==> src/sideband_init_pkg.sv <==
/*
  Constants shared by the sideband channel state logic: channel count, identifier
  layout, command opcodes and the response and reason codes.
  Assumes the command decoder upstream hands over header fields already parsed.
*/
package sideband_init_pkg;

  localparam int NUM_CHANNELS = 4;

  // Channel identifier layout: package id in [7:5], internal channel id in [4:0]
  localparam int CHID_W = 8;
  localparam int PKGID_MSB = 7;
  localparam int PKGID_LSB = 5;
  localparam int ICH_MSB = 4;
  localparam int ICH_LSB = 0;
  localparam logic [4:0] ICH_WHOLE_PKG = 5'h1f;

  // Command opcodes seen by this block
  localparam logic [7:0] OP_CLEAR_INIT = 8'h00;
  localparam logic [7:0] OP_SELECT_PKG = 8'h01;
  localparam logic [7:0] OP_DESELECT_PKG = 8'h02;
  localparam logic [7:0] OP_ENABLE_CHAN = 8'h03;
  localparam logic [7:0] OP_DISABLE_CHAN = 8'h04;
  localparam logic [7:0] OP_RESET_CHAN = 8'h05;
  localparam logic [7:0] OP_ENABLE_NET_TX = 8'h06;
  localparam logic [7:0] OP_DISABLE_NET_TX = 8'h07;
  localparam logic [7:0] OP_SET_FILTERS = 8'h08;
  localparam logic [7:0] OP_SET_EVENTS = 8'h09;

  // Response and reason codes
  localparam logic [15:0] RSP_COMPLETED = 16'h0000;
  localparam logic [15:0] RSP_FAILED = 16'h0001;
  localparam logic [15:0] RSN_NONE = 16'h0000;
  localparam logic [15:0] RSN_INIT_REQUIRED = 16'h0001;

  // Filter enable bit positions in the set-filters data byte
  localparam int FILT_MAC = 0;
  localparam int FILT_VLAN = 1;
  localparam int FILT_MCAST = 2;
  localparam int FILT_BCAST = 3;
  localparam int FILT_W = 4;

  // Reset values
  localparam logic FILT_RST = 1'b0;
  localparam logic [3:0] FILT_ALL_OFF = 4'h0;
  localparam logic [7:0] EVENTS_OFF = 8'h00;
  localparam logic [15:0] COUNT_ZERO = 16'h0000;
  localparam logic [2:0] PKGID_RST = 3'h0;
  localparam logic HW_ARB_POWER_UP = 1'b1;

  // Cycles after reset release before the strapped package id is taken
  localparam logic [1:0] STRAP_SETTLE = 2'h3;

endpackage : sideband_init_pkg

==> src/chan_if.sv <==
/*
  Carrier between the package-level logic and one channel's state holder.
  Assumes one instance per channel, all on the same clock.
*/
`timescale 1ns/100ps
`default_nettype none

interface chan_if;
  logic ce;
  logic go;
  logic [7:0] op;
  logic [7:0] data;
  logic [7:0] iid;
  logic async_rst;
  logic pt_rx;
  logic init;
  logic enabled;
  logic net_tx;
  logic [7:0] events;
  logic [3:0] filt;
  logic [15:0] cmd_cnt;
  logic [15:0] pt_cnt;
  logic iid_valid;
  logic [7:0] last_iid;

  modport pkg_side (
    output ce, go, op, data, iid, async_rst, pt_rx,
    input init, enabled, net_tx, events, filt, cmd_cnt, pt_cnt, iid_valid, last_iid
  );
  modport chan_side (
    input ce, go, op, data, iid, async_rst, pt_rx,
    output init, enabled, net_tx, events, filt, cmd_cnt, pt_cnt, iid_valid, last_iid
  );
endinterface : chan_if

`default_nettype wire

==> src/chan_state.sv <==
/*
  State of one channel: initial state flag, enable, network tx, filters,
  event enables, statistics and remembered instance id.
  Assumes the package side only raises go for commands it lets through.
*/
`timescale 1ns/100ps
`default_nettype none

module chan_state
  import sideband_init_pkg::*;
(
  input wire logic clk,
  input wire logic rst,
  chan_if.chan_side cif
);

  logic init_ff, enabled_ff, net_tx_ff, iid_valid_ff;
  logic [7:0] events_ff, last_iid_ff;
  logic [3:0] filt_ff;
  logic [15:0] cmd_cnt_ff, pt_cnt_ff;

  // Entry into the initial state: power up, asynchronous fault or reset command
  wire reset_cmd = cif.go && cif.op == OP_RESET_CHAN;
  wire enter_init = cif.async_rst || reset_cmd;
  wire clear_cmd = cif.go && cif.op == OP_CLEAR_INIT;
  wire pt_count = cif.pt_rx && net_tx_ff && !init_ff;

  //////////////////////////////////////////////////////////////////////////////
  // Entry wins over any command in the same cycle.
  // Nothing here touches the network link; only sideband settings move. R12
  always_ff @(posedge clk) begin
    if (rst) begin
      init_ff <= 1'b1;
      enabled_ff <= 1'b0;
      net_tx_ff <= 1'b0;
      events_ff <= EVENTS_OFF;
      filt_ff <= FILT_ALL_OFF;
      cmd_cnt_ff <= COUNT_ZERO;
      pt_cnt_ff <= COUNT_ZERO;
      iid_valid_ff <= 1'b0;
      last_iid_ff <= 8'h00;
    end else if (cif.ce) begin
      if (enter_init) begin
        init_ff <= 1'b1;
        enabled_ff <= 1'b0;
        filt_ff <= FILT_ALL_OFF;
        cmd_cnt_ff <= COUNT_ZERO;
        pt_cnt_ff <= COUNT_ZERO;
        net_tx_ff <= 1'b0;
        iid_valid_ff <= 1'b0;
        events_ff <= EVENTS_OFF;
      end else begin
        if (pt_count)
          pt_cnt_ff <= pt_cnt_ff + 16'h0001;
        if (cif.go) begin
          cmd_cnt_ff <= cmd_cnt_ff + 16'h0001;
          iid_valid_ff <= 1'b1;
          last_iid_ff <= cif.iid;
          if (clear_cmd)
            init_ff <= 1'b0;
          case (cif.op)
            OP_ENABLE_CHAN: enabled_ff <= 1'b1;
            OP_DISABLE_CHAN: enabled_ff <= 1'b0;
            OP_ENABLE_NET_TX: net_tx_ff <= 1'b1;
            OP_DISABLE_NET_TX: net_tx_ff <= 1'b0;
            OP_SET_FILTERS: filt_ff <= cif.data[FILT_W-1:0];
            OP_SET_EVENTS: events_ff <= cif.data;
            default: ;
          endcase
        end
      end
    end
  end

  assign cif.init = init_ff;
  assign cif.enabled = enabled_ff;
  assign cif.net_tx = net_tx_ff;
  assign cif.events = events_ff;
  assign cif.filt = filt_ff;
  assign cif.cmd_cnt = cmd_cnt_ff;
  assign cif.pt_cnt = pt_cnt_ff;
  assign cif.iid_valid = iid_valid_ff;
  assign cif.last_iid = last_iid_ff;

endmodule : chan_state

`default_nettype wire

==> src/sideband_channel_init_state.sv <==
/*
  Package and channel operating-state logic of a sideband management interface:
  command acceptance, initial state entry and exit, defaults, transmit gating.
  Assumes commands arrive parsed, one per cmd_valid pulse, on clk; package id
  straps and the arbitration token come from pins.
*/
// Contract
// In package ready state, answer every command sent to the whole-package id.
// Channel leaves initial state only on Clear Initial State; controller must send it.
// In initial state, non-OEM commands except clear fail with initialization required.
// Entering initial state forces the channel disabled.
// Arbitration enable set on power up only; other entries keep it.
// Entry clears every MAC and VLAN filter enable.
// Entry also clears global multicast and broadcast filters.
// Entry resets all statistics counters and pass-through statistics to zero.
// Entry disables network transmit and pass-through forwarding.
// Entry forgets instance ids; next command is always new.
// Entry disables event notifications and clears their enables.
// Initial state entry or exit leaves network link state alone.
// Controller reapplies settings after an initialization-required rejection.
// With arbitration on, drive only when selected and holding the token.
// Power up, resets, faults and configuration loss enter initial state.
// A package-wide asynchronous reset may put all channels in initial state.
// Reset Channel command puts the addressed channel in initial state.
// Each channel has an integration-time configurable identifier used for addressing.
// Identifier is package id plus internal channel id; both are decoded.
// Internal id 0x1F means package command; others are channel commands.
// Disabled channel sends no unrequested packets, only responses.
// With arbitration off, a selected package may transmit anytime.
// After clear, channel executes normally with its entry defaults.
`timescale 1ns/100ps
`default_nettype none

module sideband_channel_init_state
  import sideband_init_pkg::*;
(
  input wire logic clk,
  input wire logic rst,
  input wire logic ce,
  input wire logic [2:0] pkg_id_pins,
  input wire logic token_pin,
  input wire logic cmd_valid,
  input wire logic [7:0] cmd_chan_id,
  input wire logic [7:0] cmd_op,
  input wire logic [7:0] cmd_data,
  input wire logic [7:0] cmd_iid,
  input wire logic cmd_oem,
  input wire logic pkg_async_rst,
  input wire logic [NUM_CHANNELS-1:0] chan_async_rst,
  input wire logic [NUM_CHANNELS-1:0] pt_rx,
  output logic rsp_valid,
  output logic [7:0] rsp_chan_id,
  output logic [15:0] rsp_code,
  output logic [15:0] rsp_reason,
  output logic rsp_retry,
  output logic pkg_ready,
  output logic pkg_selected,
  output logic hw_arb_en,
  output logic bus_drive_en,
  output logic [NUM_CHANNELS-1:0] chan_init,
  output logic [NUM_CHANNELS-1:0] chan_enabled,
  output logic [NUM_CHANNELS-1:0] chan_net_tx,
  output logic [NUM_CHANNELS-1:0] chan_unsol_ok,
  output logic [NUM_CHANNELS*8-1:0] chan_events,
  output logic [NUM_CHANNELS*4-1:0] chan_filters,
  output logic [NUM_CHANNELS*16-1:0] chan_cmd_count,
  output logic [NUM_CHANNELS*16-1:0] chan_pt_count
);

  //////////////////////////////////////////////////////////////////////////////
  // Pin synchronisers

  logic [2:0] pkgid_s1_ff, pkgid_s2_ff;
  logic token_s1_ff, token_s2_ff;

  always_ff @(posedge clk) begin
    if (ce) begin
      pkgid_s1_ff <= pkg_id_pins;
      pkgid_s2_ff <= pkgid_s1_ff;
      token_s1_ff <= token_pin;
      token_s2_ff <= token_s1_ff;
    end
  end

  //////////////////////////////////////////////////////////////////////////////
  // Package id capture and package ready
  // Straps are taken once after reset so the id cannot move under live traffic.

  logic [1:0] settle_ff;
  logic [2:0] pkg_id_ff;
  logic pkg_ready_ff;

  always_ff @(posedge clk) begin
    if (rst) begin
      settle_ff <= 2'h0;
      pkg_id_ff <= PKGID_RST;
      pkg_ready_ff <= 1'b0;
    end else if (ce) begin
      if (settle_ff != STRAP_SETTLE) begin
        settle_ff <= settle_ff + 2'h1;
      end else if (!pkg_ready_ff) begin
        pkg_id_ff <= pkgid_s2_ff;
        pkg_ready_ff <= 1'b1;
      end
    end
  end

  //////////////////////////////////////////////////////////////////////////////
  // Address decode

  wire [2:0] cmd_pkg = cmd_chan_id[PKGID_MSB:PKGID_LSB];
  wire [4:0] cmd_ich = cmd_chan_id[ICH_MSB:ICH_LSB];
  wire pkg_hit = cmd_valid && pkg_ready_ff && cmd_pkg == pkg_id_ff;
  wire whole_pkg = pkg_hit && cmd_ich == ICH_WHOLE_PKG;
  wire chan_hit = pkg_hit && cmd_ich < 5'(NUM_CHANNELS);
  wire [1:0] ch_sel = cmd_ich[1:0];

  //////////////////////////////////////////////////////////////////////////////
  // Per-channel state holders

  logic [NUM_CHANNELS-1:0] init_v, en_v, ntx_v, retry_v, go_v;

  genvar gi;
  generate
    for (gi = 0; gi < NUM_CHANNELS; gi++) begin : g_chan
      chan_if cif();
      wire sel = chan_hit && ch_sel == 2'(gi);
      wire blocked = cif.init && !cmd_oem && cmd_op != OP_CLEAR_INIT;
      wire retry = cif.iid_valid && cif.last_iid == cmd_iid;
      assign cif.ce = ce;
      assign cif.go = sel && !blocked && !retry;
      assign cif.op = cmd_op;
      assign cif.data = cmd_data;
      assign cif.iid = cmd_iid;
      assign cif.async_rst = chan_async_rst[gi] || pkg_async_rst;
      assign cif.pt_rx = pt_rx[gi];
      assign init_v[gi] = cif.init;
      assign en_v[gi] = cif.enabled;
      assign ntx_v[gi] = cif.net_tx;
      assign retry_v[gi] = sel && !blocked && retry;
      assign go_v[gi] = sel && blocked;
      assign chan_events[gi*8 +: 8] = cif.events;
      assign chan_filters[gi*4 +: 4] = cif.filt;
      assign chan_cmd_count[gi*16 +: 16] = cif.cmd_cnt;
      assign chan_pt_count[gi*16 +: 16] = cif.pt_cnt;

      chan_state u_chan (
        .clk(clk),
        .rst(rst),
        .cif(cif)
      );
    end
  endgenerate

  //////////////////////////////////////////////////////////////////////////////
  // Package selection and arbitration enable

  logic selected_ff, hw_arb_ff;

  wire sel_cmd = whole_pkg && cmd_op == OP_SELECT_PKG;
  wire desel_cmd = whole_pkg && cmd_op == OP_DESELECT_PKG;

  always_ff @(posedge clk) begin
    if (rst) begin
      selected_ff <= 1'b0;
      hw_arb_ff <= HW_ARB_POWER_UP;
    end else if (ce) begin
      if (sel_cmd) begin
        selected_ff <= 1'b1;
        hw_arb_ff <= cmd_data[0];
      end else if (desel_cmd) begin
        selected_ff <= 1'b0;
      end
    end
  end

  // Token only counts while arbitration is on; off, selection alone suffices.
  wire may_drive = selected_ff && (!hw_arb_ff || token_s2_ff);

  //////////////////////////////////////////////////////////////////////////////
  // Response generation
  // Invalid channel numbers and other packages get no answer at all.

  wire blocked_hit = |go_v;
  wire answer = whole_pkg || chan_hit;
  wire [15:0] nxt_code = blocked_hit ? RSP_FAILED : RSP_COMPLETED;
  wire [15:0] nxt_reason = blocked_hit ? RSN_INIT_REQUIRED : RSN_NONE;

  logic rsp_valid_ff, rsp_retry_ff;
  logic [7:0] rsp_chan_ff;
  logic [15:0] rsp_code_ff, rsp_reason_ff;

  always_ff @(posedge clk) begin
    if (rst) begin
      rsp_valid_ff <= 1'b0;
      rsp_retry_ff <= 1'b0;
      rsp_chan_ff <= 8'h00;
      rsp_code_ff <= RSP_COMPLETED;
      rsp_reason_ff <= RSN_NONE;
    end else if (ce) begin
      rsp_valid_ff <= answer;
      if (answer) begin
        rsp_chan_ff <= cmd_chan_id;
        rsp_code_ff <= nxt_code;
        rsp_reason_ff <= nxt_reason;
        rsp_retry_ff <= |retry_v;
      end
    end
  end

  //////////////////////////////////////////////////////////////////////////////
  // Registered status outputs

  logic drive_ff;
  logic [NUM_CHANNELS-1:0] unsol_ff, init_ff, en_ff, ntx_ff;

  always_ff @(posedge clk) begin
    if (rst) begin
      drive_ff <= 1'b0;
      unsol_ff <= '0;
      init_ff <= '1;
      en_ff <= '0;
      ntx_ff <= '0;
    end else if (ce) begin
      drive_ff <= may_drive;
      unsol_ff <= en_v & ~init_v & {NUM_CHANNELS{may_drive}};
      init_ff <= init_v;
      en_ff <= en_v;
      ntx_ff <= ntx_v & ~init_v;
    end
  end

  assign rsp_valid = rsp_valid_ff;
  assign rsp_chan_id = rsp_chan_ff;
  assign rsp_code = rsp_code_ff;
  assign rsp_reason = rsp_reason_ff;
  assign rsp_retry = rsp_retry_ff;
  assign pkg_ready = pkg_ready_ff;
  assign pkg_selected = selected_ff;
  assign hw_arb_en = hw_arb_ff;
  assign bus_drive_en = drive_ff;
  assign chan_init = init_ff;
  assign chan_enabled = en_ff;
  assign chan_net_tx = ntx_ff;
  assign chan_unsol_ok = unsol_ff;

endmodule : sideband_channel_init_state

`default_nettype wire

==> config.mk <==
export PLATFORM = sky130hd
export DESIGN_NAME = sideband_channel_init_state
export DESIGN_NICKNAME = d
export VERILOG_FILES = /design/src/sideband_init_pkg.sv /design/src/chan_if.sv /design/src/chan_state.sv /design/src/sideband_channel_init_state.sv
export SDC_FILE = /design/constraint.sdc
export NUM_CORES = 1
export LEC_CHECK = 0
export CORE_MARGIN = 5
export CORE_UTILIZATION = 40
export CTS_CLUSTER_DIAMETER = 150
export DETAILED_ROUTE_END_ITERATION = 8
export DONT_BUFFER_PORTS = 1
export PLACE_DENSITY = 0.5
export SLEW_MARGIN = 30
export SYNTH_ARGS = -nofsm -noshare
export SYNTH_HDL_FRONTEND = slang
export SYNTH_HIERARCHICAL = 1
export SYNTH_SLANG_ARGS = --single-unit
==> constraint.sdc <==
create_clock -name clk -period 3.9 [get_ports clk]
set_input_delay 0.39 -clock clk [delete_from_list [all_inputs] [get_ports clk]]
set_output_delay 0.39 -clock clk [all_outputs]
set_load 0.02 [all_outputs]
# [Word-level counts from Yosys, hierarchy flattened]
# Cells that the tools add are included.
[word_totals] reg_bits=283 wordCells=319 input_bits=50 output_inout_bits=238
[op_classes] n_mux=75 n_addsub=9 n_eq_ne=19 reduce_logical=151 order_cmp=1 bitwise_logic=10
[ops] op="$mux 16" count=16
[ops] op="$add 16x1->16 const B" count=8
[ops] op="$reduce_and 3->1" count=25
[ops] op="$mux 8" count=9
[ops] op="$logic_and 1x1->1" count=55
[ops] op="$reduce_bool 2->1" count=21
[ops] op="$mux 1" count=39
[ops] op="$mux 4" count=9
[ops] op="$eq 8x3->1 const B" count=4
[ops] op="$eq 8x8->1" count=4
[ops] op="$reduce_and 2->1" count=13
[ops] op="$reduce_bool 3->1" count=8
[ops] op="$eq 8x2->1 const B" count=2
[ops] op="$eq 8x4->1 const B" count=2
[ops] op="$logic_not 1->1" count=14
[ops] op="$and 4x4->4" count=3
[ops] op="$logic_or 1x1->1" count=10
[ops] op="$eq 8x1->1 const B" count=1
[ops] op="$logic_not 8->1" count=1
[ops] op="$reduce_bool 8->1" count=1
[ops] op="$reduce_or 4->1" count=2
[ops] op="$not 1->1" count=6
[ops] op="$eq 5x5->1 const B" count=1
[ops] op="$lt 5x3->1 const B" count=1
[ops] op="8 further kinds" count=10

# [Depth between registers and ports, before layout]
# Gate-level depths: netlist of the first run.
[depth] ltp_word=10 depth_mapped=11 mapped_depth_nobuf=10

# [Cells and area by module]
# Netlist of the first run, hierarchy kept.
[modules_own_cells] mod="chan_state" seq_area_each_um2=1121.1 n_inst=4 cells_each=273 area_per_inst_um2=2384.8
[modules_own_cells] mod="sideband_channel_init_state" seq_area_each_um2=960.9 n_inst=1 cells_each=268 area_per_inst_um2=2398.6

# [Worst setup path before layout of the first run]
# OpenSTA, ideal clock, no wires.
[synth_path] kind="flip-flop to flip-flop" start="register pkg_ready_ff, in the netlist pkg_ready" end="register g_chan[1].u_chan.pt_cnt_ff[13]" path_buffers=0 stages_incl_launch_ff=11 slack_ps=770 period_less_slack_ps=3130 setup_time_ps=71 t_arrival_ps=3060 t_required_ps=3829 cell_sequence="dfxtp_1 -> nand2_1 -> nor4_4 -> nand2b_1 -> or2_1 -> nor3b_1 -> and4b_1 -> nand3_4 -> a21o_1 -> or4_1 -> a21oi_1"
[synth_via] elab_chain_cells=10 elab_cells_between_ends=11 cone_classes="mux (1); reduce/logical (10)"
[synth_lines] item="start: declaration" line="sideband_channel_init_state.sv:91" source="logic pkg_ready_ff;"
[synth_lines] item="start signal: assignment" line="sideband_channel_init_state.sv:97" source="pkg_ready_ff <= 1'b0;"
[synth_lines] item="start signal: assignment" line="sideband_channel_init_state.sv:103" source="pkg_ready_ff <= 1'b1;"
[synth_lines] item="$logic_and 1x1->1 (*) (2 in series)" line="sideband_channel_init_state.sv:113" source="wire pkg_hit = cmd_valid && pkg_ready_ff && cmd_pkg == pkg_id_ff;"
[synth_lines] item="$logic_and 1x1->1 (*)" line="sideband_channel_init_state.sv:115" source="wire chan_hit = pkg_hit && cmd_ich < 5'(NUM_CHANNELS);"
[synth_lines] item="$logic_and 1x1->1 (*)" line="sideband_channel_init_state.sv:127" source="wire sel = chan_hit && ch_sel == 2'(gi);"
[synth_lines] item="$logic_and 1x1->1 (*) (2 in series)" line="sideband_channel_init_state.sv:131" source="assign cif.go = sel && !blocked && !retry;"
[synth_lines] item="net g_chan[1].cif.go" line="chan_if.sv:10" source="logic go;"
[synth_lines] item="$logic_and 1x1->1 (*)" line="chan_state.sv:23" source="wire reset_cmd = cif.go && cif.op == OP_RESET_CHAN;"
[synth_lines] item="$logic_or 1x1->1 (*)" line="chan_state.sv:24" source="wire enter_init = cif.async_rst || reset_cmd;"
[synth_lines] item="$reduce_bool 2->1 (no source line)"
[synth_lines] item="$reduce_and 2->1 (no source line)"
[synth_lines] item="end signal: assignment" line="chan_state.sv:54" source="pt_cnt_ff <= pt_cnt_ff + 16'h0001;"
[synth_lines] item="end: declaration" line="chan_state.sv:20" source="logic [15:0] cmd_cnt_ff, pt_cnt_ff;"
# Mark *: on every way through the listed nets, which the timed path passes. The rest lies on a longest branch.
# A chain may end at the register's enable or synchronous reset.

# [Worst setup path after layout of the first run]
[layout_path] start="register pkg_ready_ff, in the netlist pkg_ready" end="register g_chan[3].u_chan.events_ff[1]"
[layout_via] elab_chain_cells=10 elab_cells_between_ends=12 cone_classes="mux (1); reduce/logical (11)"
[layout_lines] item="$logic_and 1x1->1 (*) (2 in series)" line="sideband_channel_init_state.sv:113"
[layout_lines] item="$logic_and 1x1->1 (*)" line="sideband_channel_init_state.sv:115"
[layout_lines] item="$logic_and 1x1->1 (*)" line="sideband_channel_init_state.sv:127"
[layout_lines] item="$logic_and 1x1->1 (*) (2 in series)" line="sideband_channel_init_state.sv:131"
[layout_lines] item="net g_chan[3].cif.go" line="chan_if.sv:10"
[layout_lines] item="$logic_and 1x1->1" line="chan_state.sv:23"
[layout_lines] item="$logic_or 1x1->1" line="chan_state.sv:24"
[layout_lines] item="$reduce_bool 2->1 (no source line)"
[layout_lines] item="$reduce_and 3->1 (no source line)"
[layout_lines] item="end signal: assignment" line="chan_state.sv:67" source="OP_SET_EVENTS: events_ff <= cif.data;"
[layout_lines] item="end: declaration" line="chan_state.sv:18" source="logic [7:0] events_ff, last_iid_ff;"
# Marks and branches as above.

==> results of run 1 <==
==> how the worst max path moves through the flow <==
| stage | endpoint | cells past startpoint | startpoint | slack (ps) |
|---|---|---|---|---|
| after floorplan | g_chan[1].u_chan/cif.pt_cnt[13]$_SDFFE_PP0P_ | 10 | pkg_ready$_SDFFE_PP0P_ | 770 |
| final | g_chan[3].u_chan/cif.events[1]$_SDFFE_PP0P_ | 10 | pkg_ready$_SDFFE_PP0P_ | 300 |
| after CTS | g_chan[3].u_chan/cif.events[1]$_SDFFE_PP0P_ | 10 | pkg_ready$_SDFFE_PP0P_ | 190 |
| after detailed placement | g_chan[2].u_chan/cif.pt_cnt[13]$_SDFFE_PP0P_ | 10 | pkg_ready$_SDFFE_PP0P_ | 540 |
| after global placement | g_chan[0].u_chan/cif.cmd_cnt[2]$_SDFFE_PP0P_ | 12 | pkg_ready$_SDFFE_PP0P_ | 590 |
| after global routing | g_chan[3].u_chan/cif.events[1]$_SDFFE_PP0P_ | 10 | pkg_ready$_SDFFE_PP0P_ | 110 |
==> routing by layer <==
metal / GRT usage / vias up
met5: 0 / -
met4: 0.0639 / 0
met3: 0.0647 / 62
met2: 0.340 / 293
met1: 0.268 / 4757
li1: - / 4912
==> critical path: stages, from the launching register on <==
cell,delay (ps)
dfxtp_1,480
nand2_1,150
nor4_4,440
nand3_1,210
nor2_1,400
and4b_1,330
nand4b_1,380
nor2_2,430
a32oi_1,90
nor2_1,100
dlygate4sd3_1,540
==> registers in the layout, indices dropped and copies added, names as in the netlist, 8 cells and up <==
signal / count
g_chan.u_chan/cif.last_iid: 32
g_chan.u_chan/cif.filt: 16
g_chan.u_chan/cif.cmd_cnt: 64
rsp_chan_id: 8
g_chan.u_chan/cif.pt_cnt: 64
g_chan.u_chan/cif.events: 32
==> repair_timing <==
action | in CTS | in global routing
resized for setup | 0 | 1
endpoints found under the setup margin | 0 | 1
hold endpoints to repair | 151 | 0
hold buffers | 30 | 0
==> cell families after synthesis <==
logic type | share of synthesized area
AO/OA/AOI/OAI | 0.143
XOR/XNOR | 0.0910
adder cells (fa/ha/maj) | 0.00943
buffers and inverters | 0.0374
flip-flops | 0.456
multiplexers | 0.00692
other | 0.000314
AND/OR/NAND/NOR | 0.255
==> layout make-up <==
class	count	area [um^2]
Antenna cell	1	2.50
Clock buffer	49	946
Clock inverter	5	36.3
Fill cell	2941	15900
Inverter	16	60.1
Multi-Input combinational cell	1035	6160
Sequential cell	268	5450
Tap cell	390	488
Timing Repair Buffer	52	495
==> through the flow <==
step	total power [uW]	instances	hold WS, ps	util
finish	5820	1816	32.2	0.461
global route	6030	1816	9.58	0.461
CTS	5900	1815	2.82	0.461
detailed placement	2990	1731	406	0.417
global placement	2990	1731	404	0.417
floorplan	3000	1389	400	-
==> power by group <==
group	internal [uW]	leakage, uW	total [uW]	switching, uW
Clock	1650	0.000476	2810	1160
Combinational	71.6	0.00181	243	171
Sequential	2760	0.00217	2760	3.80
Total	4480	0.00446	5820	1340
==> layout by cell type (no fill, tap or decap), drive strengths merged, types with 9 or more instances in the layout <==
cell | synthesis | routed
nand4 | 32 | 32
inv | 15 | 16
a2111oi | 12 | 12
buf | 36 | 23
conb | 1 | 30
nor2 | 185 | 185
nand2 | 158 | 158
and3b | 9 | 9
nor4 | 20 | 20
and4 | 13 | 13
dlygate4sd3 | 0 | 29
or3 | 13 | 13
a21o | 9 | 9
ha | 9 | 9
a211oi | 20 | 20
dfxtp | 260 | 260
clkbuf | 34 | 49
a32oi | 38 | 38
nand3 | 85 | 85
nor2b | 9 | 9
or2 | 13 | 13
nor3 | 17 | 17
nand4b | 9 | 9
a41oi | 9 | 9
xor2 | 68 | 68
xnor2 | 56 | 56
o21ai | 27 | 27
nand3b | 9 | 9
a21oi | 108 | 108
==> flow_metrics.tcl, run 1 <==
set metrics [dict create \
    clock_latency_ps 560 \
    crit_type "reg2reg" \
    grt_usage 0.209 \
    placed_area_um2 12300 \
    regToRegStartpoint "pkg_ready$_SDFFE_PP0P_" \
    port_buffers 0 \
    arrival_ps 4110 \
    avgSynthCellArea_um2 8.78 \
    period_minus_slack_ps 3600 \
    final_nets 1463 \
    yosys-top-cells-count "dfxtp_1 (260), nor2_1 (185), nand2_1 (157), a21oi_1 (107), nand3_1 (81)" \
    reg2reg_depth 10 \
    grt_max_degree 136 \
    first_iter_violations 668 \
    rows 63 \
    grt_overflow 0 \
    htree_levels 1 \
    initial_core_util 0.404 \
    ctsLongestPathBuffers 3 \
    fin_skew_ps 25.9 \
    leakage_uw 0.00446 \
    period_share 0.922 \
    cts.sinks 268 \
    worst_slew_pin_slew_ps 1000 \
    synthFlopType "dfxtp_1" \
    grt_pass1_wl_mm 56.1 \
    peakVddDrop_mv 0.281 \
    cts_buffers 31 \
    final_antenna_net_count 0 \
    cp.required_ps 4410 \
    path_clk_slew_ps 60 \
    setup_slack_ps 303 \
    drc 0 \
    antenna_found_initial 2 \
    pre_cts_ws_ps 545 \
    wl_met3_mm 3.26 \
    gp_congestion 0.811 \
    synth_most_common_cell "dfxtp_1" \
    async_flop_share 0 \
    critPathMaxFanout 9 \
    synth_top_area_cell "dfxtp_1" \
    ios 288 \
    hpwlAfterDp_mm 25.0 \
    synth-seq-area-share 0.456 \
    cp-start-kind "flop" \
    rsz0062_at_grt "no" \
    cts_tree "built" \
    vias_per_cell 5.52 \
    drt-pass1-iter-count 5 \
    syn_area_um2 11900 \
    power_density_nw_per_um2 427 \
    hold_path.class "in2reg" \
    synth_cell_type_count 54 \
    area_delta_synth_final_pct 14.2 \
    die-height_um 183 \
    clock-root-buffer "clkbuf_16" \
    rr_endpoint "g_chan[3].u_chan/cif.events[1]$_SDFFE_PP0P_" \
    vias 10000 \
    min_delay_worst_endpoint "bus_drive_en$_SDFFE_PP0P_" \
    relSlewSlack 0.328 \
    synth_seq_cells 268 \
    layout-drive-gt1-share 0.0681 \
    fin_area_um2 13600 \
    dieArea_um2 33400 \
    wl_met1_mm 15.4 \
    finalSetupViolCount 0 \
    setup-tns-final_ps 0 \
    rrSetupSlack_ps 300 \
    yosysWarnings 6 \
    synthTopCellsByArea "dfxtp_1 (44%), nor2_1 (5.8%), xor2_1 (5.0%)" \
    critPathCaptureType "flop" \
    synth.top_cell.area_share 0.436 \
    coreArea_um2 29600 \
    postCtsSetupRepairBufs 0 \
    wl_mm 37.1 \
    route.met2.wl_mm 17.3 \
    min_from "ce" \
    maxSlewViolCount 0 \
    hold_viol 0 \
    die_w_um 183 \
    hold_depth 2 \
    netlist_instances 1360 \
    status "completed" \
    top_layer_used "met4" \
    synth_edf_count 8 \
    grt_pass1_vias 9212 \
    drt-wirelength-per-cell_um 20.4 \
    fmax_ghz 0.278 \
    drv_cap 0 \
]
No activity file was read; power rests on OpenSTA's default activity.
==> run 2: changes to the inputs <==
ABC_AREA = 1   (was default)
==> flow_metrics.tcl, run 2 <==
set metrics [dict create \
    seq_area_um2 5450 \
    netlist_instances 2128 \
    vias 13300 \
    yosysWarnings 6 \
    whs_ps 21.9 \
    cp-start-kind "flop" \
    htree_levels 1 \
    cts_buffers 31 \
    synth_top_area_cell "dfxtp_1" \
    synthFlopType "dfxtp_1" \
    grt_pass1_vias 12200 \
    vias_per_cell 5.06 \
    cts_tree "built" \
    synth_most_common_cell "nand2_1" \
    critPathMaxFanout 17 \
    port_buffers 0 \
    grt_overflow 0 \
    leakage_uw 0.00619 \
    rrSetupSlack_ps 960 \
    ctsLongestPathBuffers 3 \
    synth_cell_type_count 42 \
    period_share 0.755 \
    clock-root-buffer "clkbuf_16" \
    cp.required_ps 4340 \
    setup-tns-final_ps 0 \
    crit_chain "nand2_1, inv_1, nand2_1, nor2_4, nand3_4, nor4_2, nand3_2, nor2_4, nand2_2, nand2_4, a21oi_4, o21ai_1, nor2_2" \
    rows 69 \
    fin_area_um2 16000 \
    layout-drive-gt1-share 0.0998 \
    initial_core_util 0.407 \
    fin_skew_ps 25.8 \
    relSlewSlack 0.378 \
    async_flop_share 0 \
    gp_congestion 0.863 \
    synthTopCellsByArea "dfxtp_1 (36%), nand2_1 (12%), nor2_1 (9.4%)" \
    hold_viol 0 \
    synth.top_cell.area_share 0.358 \
    path_clk_slew_ps 60 \
    final_common_cell "nand2_1" \
    final_nets 2201 \
    finalSetupViolCount 0 \
    ios 288 \
    hpwlAfterDp_mm 31.5 \
    die_w_um 201 \
    maxSlewViolCount 0 \
    hold_path.class "in2reg" \
    status "completed" \
    cpMaxStageDelayCell "nor4_2" \
    synth_seq_cells 268 \
    yosys-top-cells-count "nand2_1 (466), nor2_1 (364), inv_1 (261), dfxtp_1 (260), a21oi_1 (140)" \
    pre_cts_ws_ps 981 \
    placed_area_um2 14600 \
    power_density_nw_per_um2 389 \
    worst_slew_pin_slew_ps 923 \
    die-height_um 201 \
    slowest_delay_ps 730 \
    dieArea_um2 40300 \
    drt-wirelength-per-cell_um 17.8 \
    synth-seq-area-share 0.374 \
    critPathCaptureType "flop" \
    final_antenna_net_count 0 \
    drv_cap 0 \
    area_delta_synth_final_pct 9.87 \
    cts_resized 0 \
    first_iter_violations 759 \
    drt-pass1-iter-count 6 \
    coreArea_um2 35700 \
    grt_max_degree 85 \
    syn_area_um2 14500 \
    rsz0062_at_grt "no" \
    fmax_ghz 0.340 \
    crit_type "reg2reg" \
    grt_pass1_wl_mm 71.9 \
    multi_input_area_um2 7500 \
    setup_slack_ps 957 \
    num-fill-cells 3751 \
    clock_latency_ps 570 \
    synth_edf_count 8 \
    avgSynthCellArea_um2 6.84 \
    wl_mm 46.8 \
    cts.sinks 268 \
    grt_usage 0.220 \
    arrival_ps 3380 \
    drc 0 \
    antenna_found_initial 5 \
    peakVddDrop_mv 0.303 \
    period_minus_slack_ps 2940 \
    final_cell_mix "nand2_1 (466), nor2_1 (364), inv_1 (261)" \
]
-- run 2: changes by cell type after synthesis, moves of 33 or more --
| cell | before | now |
|---|---|---|
| xor2_1 | 68 | 17 |
| o21ai_1 | 4 | 41 |
| nand4_1 | 32 | 70 |
| nand3_1 | 81 | 115 |
| inv_1 | 15 | 261 |
| a32oi_1 | 38 | 0 |
| a21oi_1 | 107 | 140 |
| xnor2_1 | 56 | 12 |
| nand2_1 | 157 | 466 |
| nand2_2 | 1 | 36 |
| nor2_1 | 185 | 364 |
-- run 2: critical path: cells and delay by family (launching register included) --
family / cells / cell delay, ps
AOI/OAI and AO/OA: 2 / 380
and+or+nand+nor: 10 / 1870
buffers and inverters: 1 / 60
DFF: 1 / 480
-- run 2: worst paths after layout --
| check | cells past startpoint | end | start |
|---|---|---|---|
| max | 13 | g_chan[1].u_chan/cif.pt_cnt[6]$_SDFFE_PP0P_ | pkg_ready$_SDFFE_PP0P_ |
| min | 2 | g_chan[3].u_chan/cif.filt[3]$_SDFFE_PP0P_ | cmd_data[3] |
| max reg2reg | 13 | g_chan[1].u_chan/cif.pt_cnt[6]$_SDFFE_PP0P_ | pkg_ready$_SDFFE_PP0P_ |
| min reg2reg | 0 | token_s2_ff$_DFFE_PP_ | token_s1_ff$_DFFE_PP_ |
-- run 2: kinds of logic after synthesis --
kind of cell    after synthesis  synth area share
compound gates              286             0.117
other cells                   1          0.000258
buf+inv                     368             0.118
xor+xnor                     29            0.0175
flops                       268             0.374
fa+ha+maj                     9           0.00774
simple gates               1167             0.364
-- run 2: layer usage --
| layer | track usage | vias up | wire [um] |
|---|---|---|---|
| li1 | - | 6789 | - |
| met1 | 0.285 | 6106 | 20600 |
| met2 | 0.362 | 353 | 21200 |
| met3 | 0.0753 | 56 | 4140 |
| met4 | 0.0440 | 2 | 771 |
| met5 | 0 | - | 7 |
-- run 2: timing repair --
item | 4_1_cts | 5_1_grt
hold buffers | 31 | 0
buffers inserted | 0 | 0
endpoints found under the hold margin | 155 | 0
-- run 2: through the flow --
stage / total power, uW / std cells / utilization
floorplan: 3320 / 2157 / -
global placement: 3320 / 2539 / 0.410
detailed placement: 3330 / 2539 / 0.410
CTS: 6320 / 2626 / 0.447
global route: 6500 / 2628 / 0.447
finish: 6220 / 2632 / 0.447
-- run 2: power breakdown --
| group | total, uW | internal, uW | switching [uW] |
|---|---|---|---|
| clock | 2870 | 1710 | 1160 |
| combinational | 480 | 134 | 346 |
| sequential | 2870 | 2800 | 66.9 |
| total | 6220 | 4650 | 1570 |
-- run 2: layout make-up --
cell class	instances	area share
antenna	6	0.000939
clock buffer	46	0.0564
clock inverter	10	0.00626
inverter	281	0.0660
multi-input combinational	1521	0.469
sequential	268	0.341
tap	461	0.0361
timing repair buffer	39	0.0243
==> run 3: changes to the inputs <==
clock period = 2.9 ns   (was 3.9 ns; I/O delays follow)
==> flow_metrics.tcl, run 3 (synthesized netlist as in run 2, its figures left out) <==
set metrics [dict create \
    hpwlAfterDp_mm 32.1 \
    critPathMaxFanout 29 \
    route.met2.wl_mm 21.7 \
    grt_max_degree 87 \
    ctsLongestPathBuffers 3 \
    leakage_uw 0.00624 \
    crit_type "reg2reg" \
    vias_per_cell 5.07 \
    period_share 0.881 \
    final_antenna_net_count 0 \
    gp_congestion 0.836 \
    drt-wirelength-per-cell_um 18.1 \
    grt_pass1_wl_mm 73.7 \
    cts_tree "built" \
    fin_skew_ps 14.2 \
    port_buffers 0 \
    period_minus_slack_ps 2560 \
    status "completed" \
    vias 13400 \
    cts.sinks 268 \
    setup-tns-final_ps 0 \
    cts_buffers 34 \
    final_cell_mix "nand2_1 (466), nor2_1 (364), inv_1 (261)" \
    clock-root-buffer "clkbuf_16" \
    die_w_um 201 \
    die-height_um 201 \
    rows 69 \
    layout-drive-gt1-share 0.101 \
    hold_viol 0 \
    initial_core_util 0.407 \
    coreArea_um2 35700 \
    grt_usage 0.227 \
    path_clk_slew_ps 60 \
    drv_cap 0 \
    clock_latency_ps 520 \
    dieArea_um2 40300 \
    drc 0 \
    relSlewSlack 0.533 \
    worst_slew_pin_slew_ps 699 \
    htree_levels 2 \
    grt_overflow 0 \
    finalSetupViolCount 0 \
    maxSlewViolCount 0 \
    cp.required_ps 3280 \
    top_layer_used "met5" \
    first_iter_violations 887 \
    hold_path.class "in2reg" \
    wl_mm 47.6 \
    critPathCaptureType "flop" \
    whs_ps 26.8 \
    rsz0062_at_grt "no" \
    final_common_cell "nand2_1" \
    cp-start-kind "flop" \
    final_nets 2210 \
    area_delta_synth_final_pct 10.6 \
    power_density_nw_per_um2 536 \
    wl_met3_mm 4.68 \
    arrival_ps 2930 \
    rrSetupSlack_ps 340 \
    peakVddDrop_mv 0.397 \
    antenna_found_initial 3 \
    wl_met1_mm 20.0 \
    drt-pass1-iter-count 5 \
    ios 288 \
    fmax_ghz 0.391 \
    grt_pass1_vias 12500 \
]
-- run 3: metrics by stage --
step	power, uW	std cells	setup WS [ps]	instance area [um^2]	util
global route	8970	2636	94.9	16100	0.450
detailed placement	4480	2545	142	14700	0.411
finish	8630	2636	344	16100	0.450
CTS	8740	2635	274	16100	0.450
floorplan	4460	2157	349	14700	-
global placement	4470	2545	171	14700	0.411
-- run 3: per-layer routing --
| metal | up-vias | GRT usage |
|---|---|---|
| met5 | - | 0 |
| met4 | 2 | 0.0637 |
| met3 | 69 | 0.0803 |
| met2 | 411 | 0.374 |
| met1 | 6096 | 0.283 |
| li1 | 6779 | - |
-- run 3: repair_timing --
item,CTS,global route
buffers inserted,0,0
hold buffers,31,0
hold endpoints to repair,168,0
gates resized for setup,0,0
-- run 3: worst paths after layout --
path | startpoint | to | cells past startpoint
hold reg to reg | token_s1_ff$_DFFE_PP_ | token_s2_ff$_DFFE_PP_ | 0
setup / recovery | pkg_id_ff[2]$_SDFFE_PP0P_ | g_chan[0].u_chan/cif.filt[1]$_SDFFE_PP0P_ | 13
setup reg to reg | pkg_id_ff[2]$_SDFFE_PP0P_ | g_chan[0].u_chan/cif.filt[1]$_SDFFE_PP0P_ | 13
hold / removal | cmd_data[0] | g_chan[0].u_chan/cif.events[0]$_SDFFE_PP0P_ | 4
-- run 3: power by group --
part	switching [uW]	internal [uW]	leakage, uW
clock	1620	2490	0.000518
combinational	474	185	0.00354
sequential	86.8	3770	0.00218
-- run 3: area by class of cell --
type | count | area, um^2
Fill cell | 3747 | 19600
Multi-Input combinational cell | 1521 | 7500
Sequential cell | 268 | 5450
Inverter | 281 | 1050
Clock buffer | 54 | 1020
Tap cell | 461 | 577
Timing Repair Buffer | 45 | 443
Clock inverter | 5 | 51.3
Antenna cell | 1 | 2.50
-- run 3: critical path, cell delays in order, from the launching register on --
cell	delay [ps]
dfxtp_1	330
inv_1	60
nand2_1	50
nand2_1	60
nor2_2	150
nand3_4	180
nor4_1	420
buf_4	220
nor2_1	70
nor2_4	90
buf_4	320
o21ai_0	280
nand2_1	110
a21oi_1	70
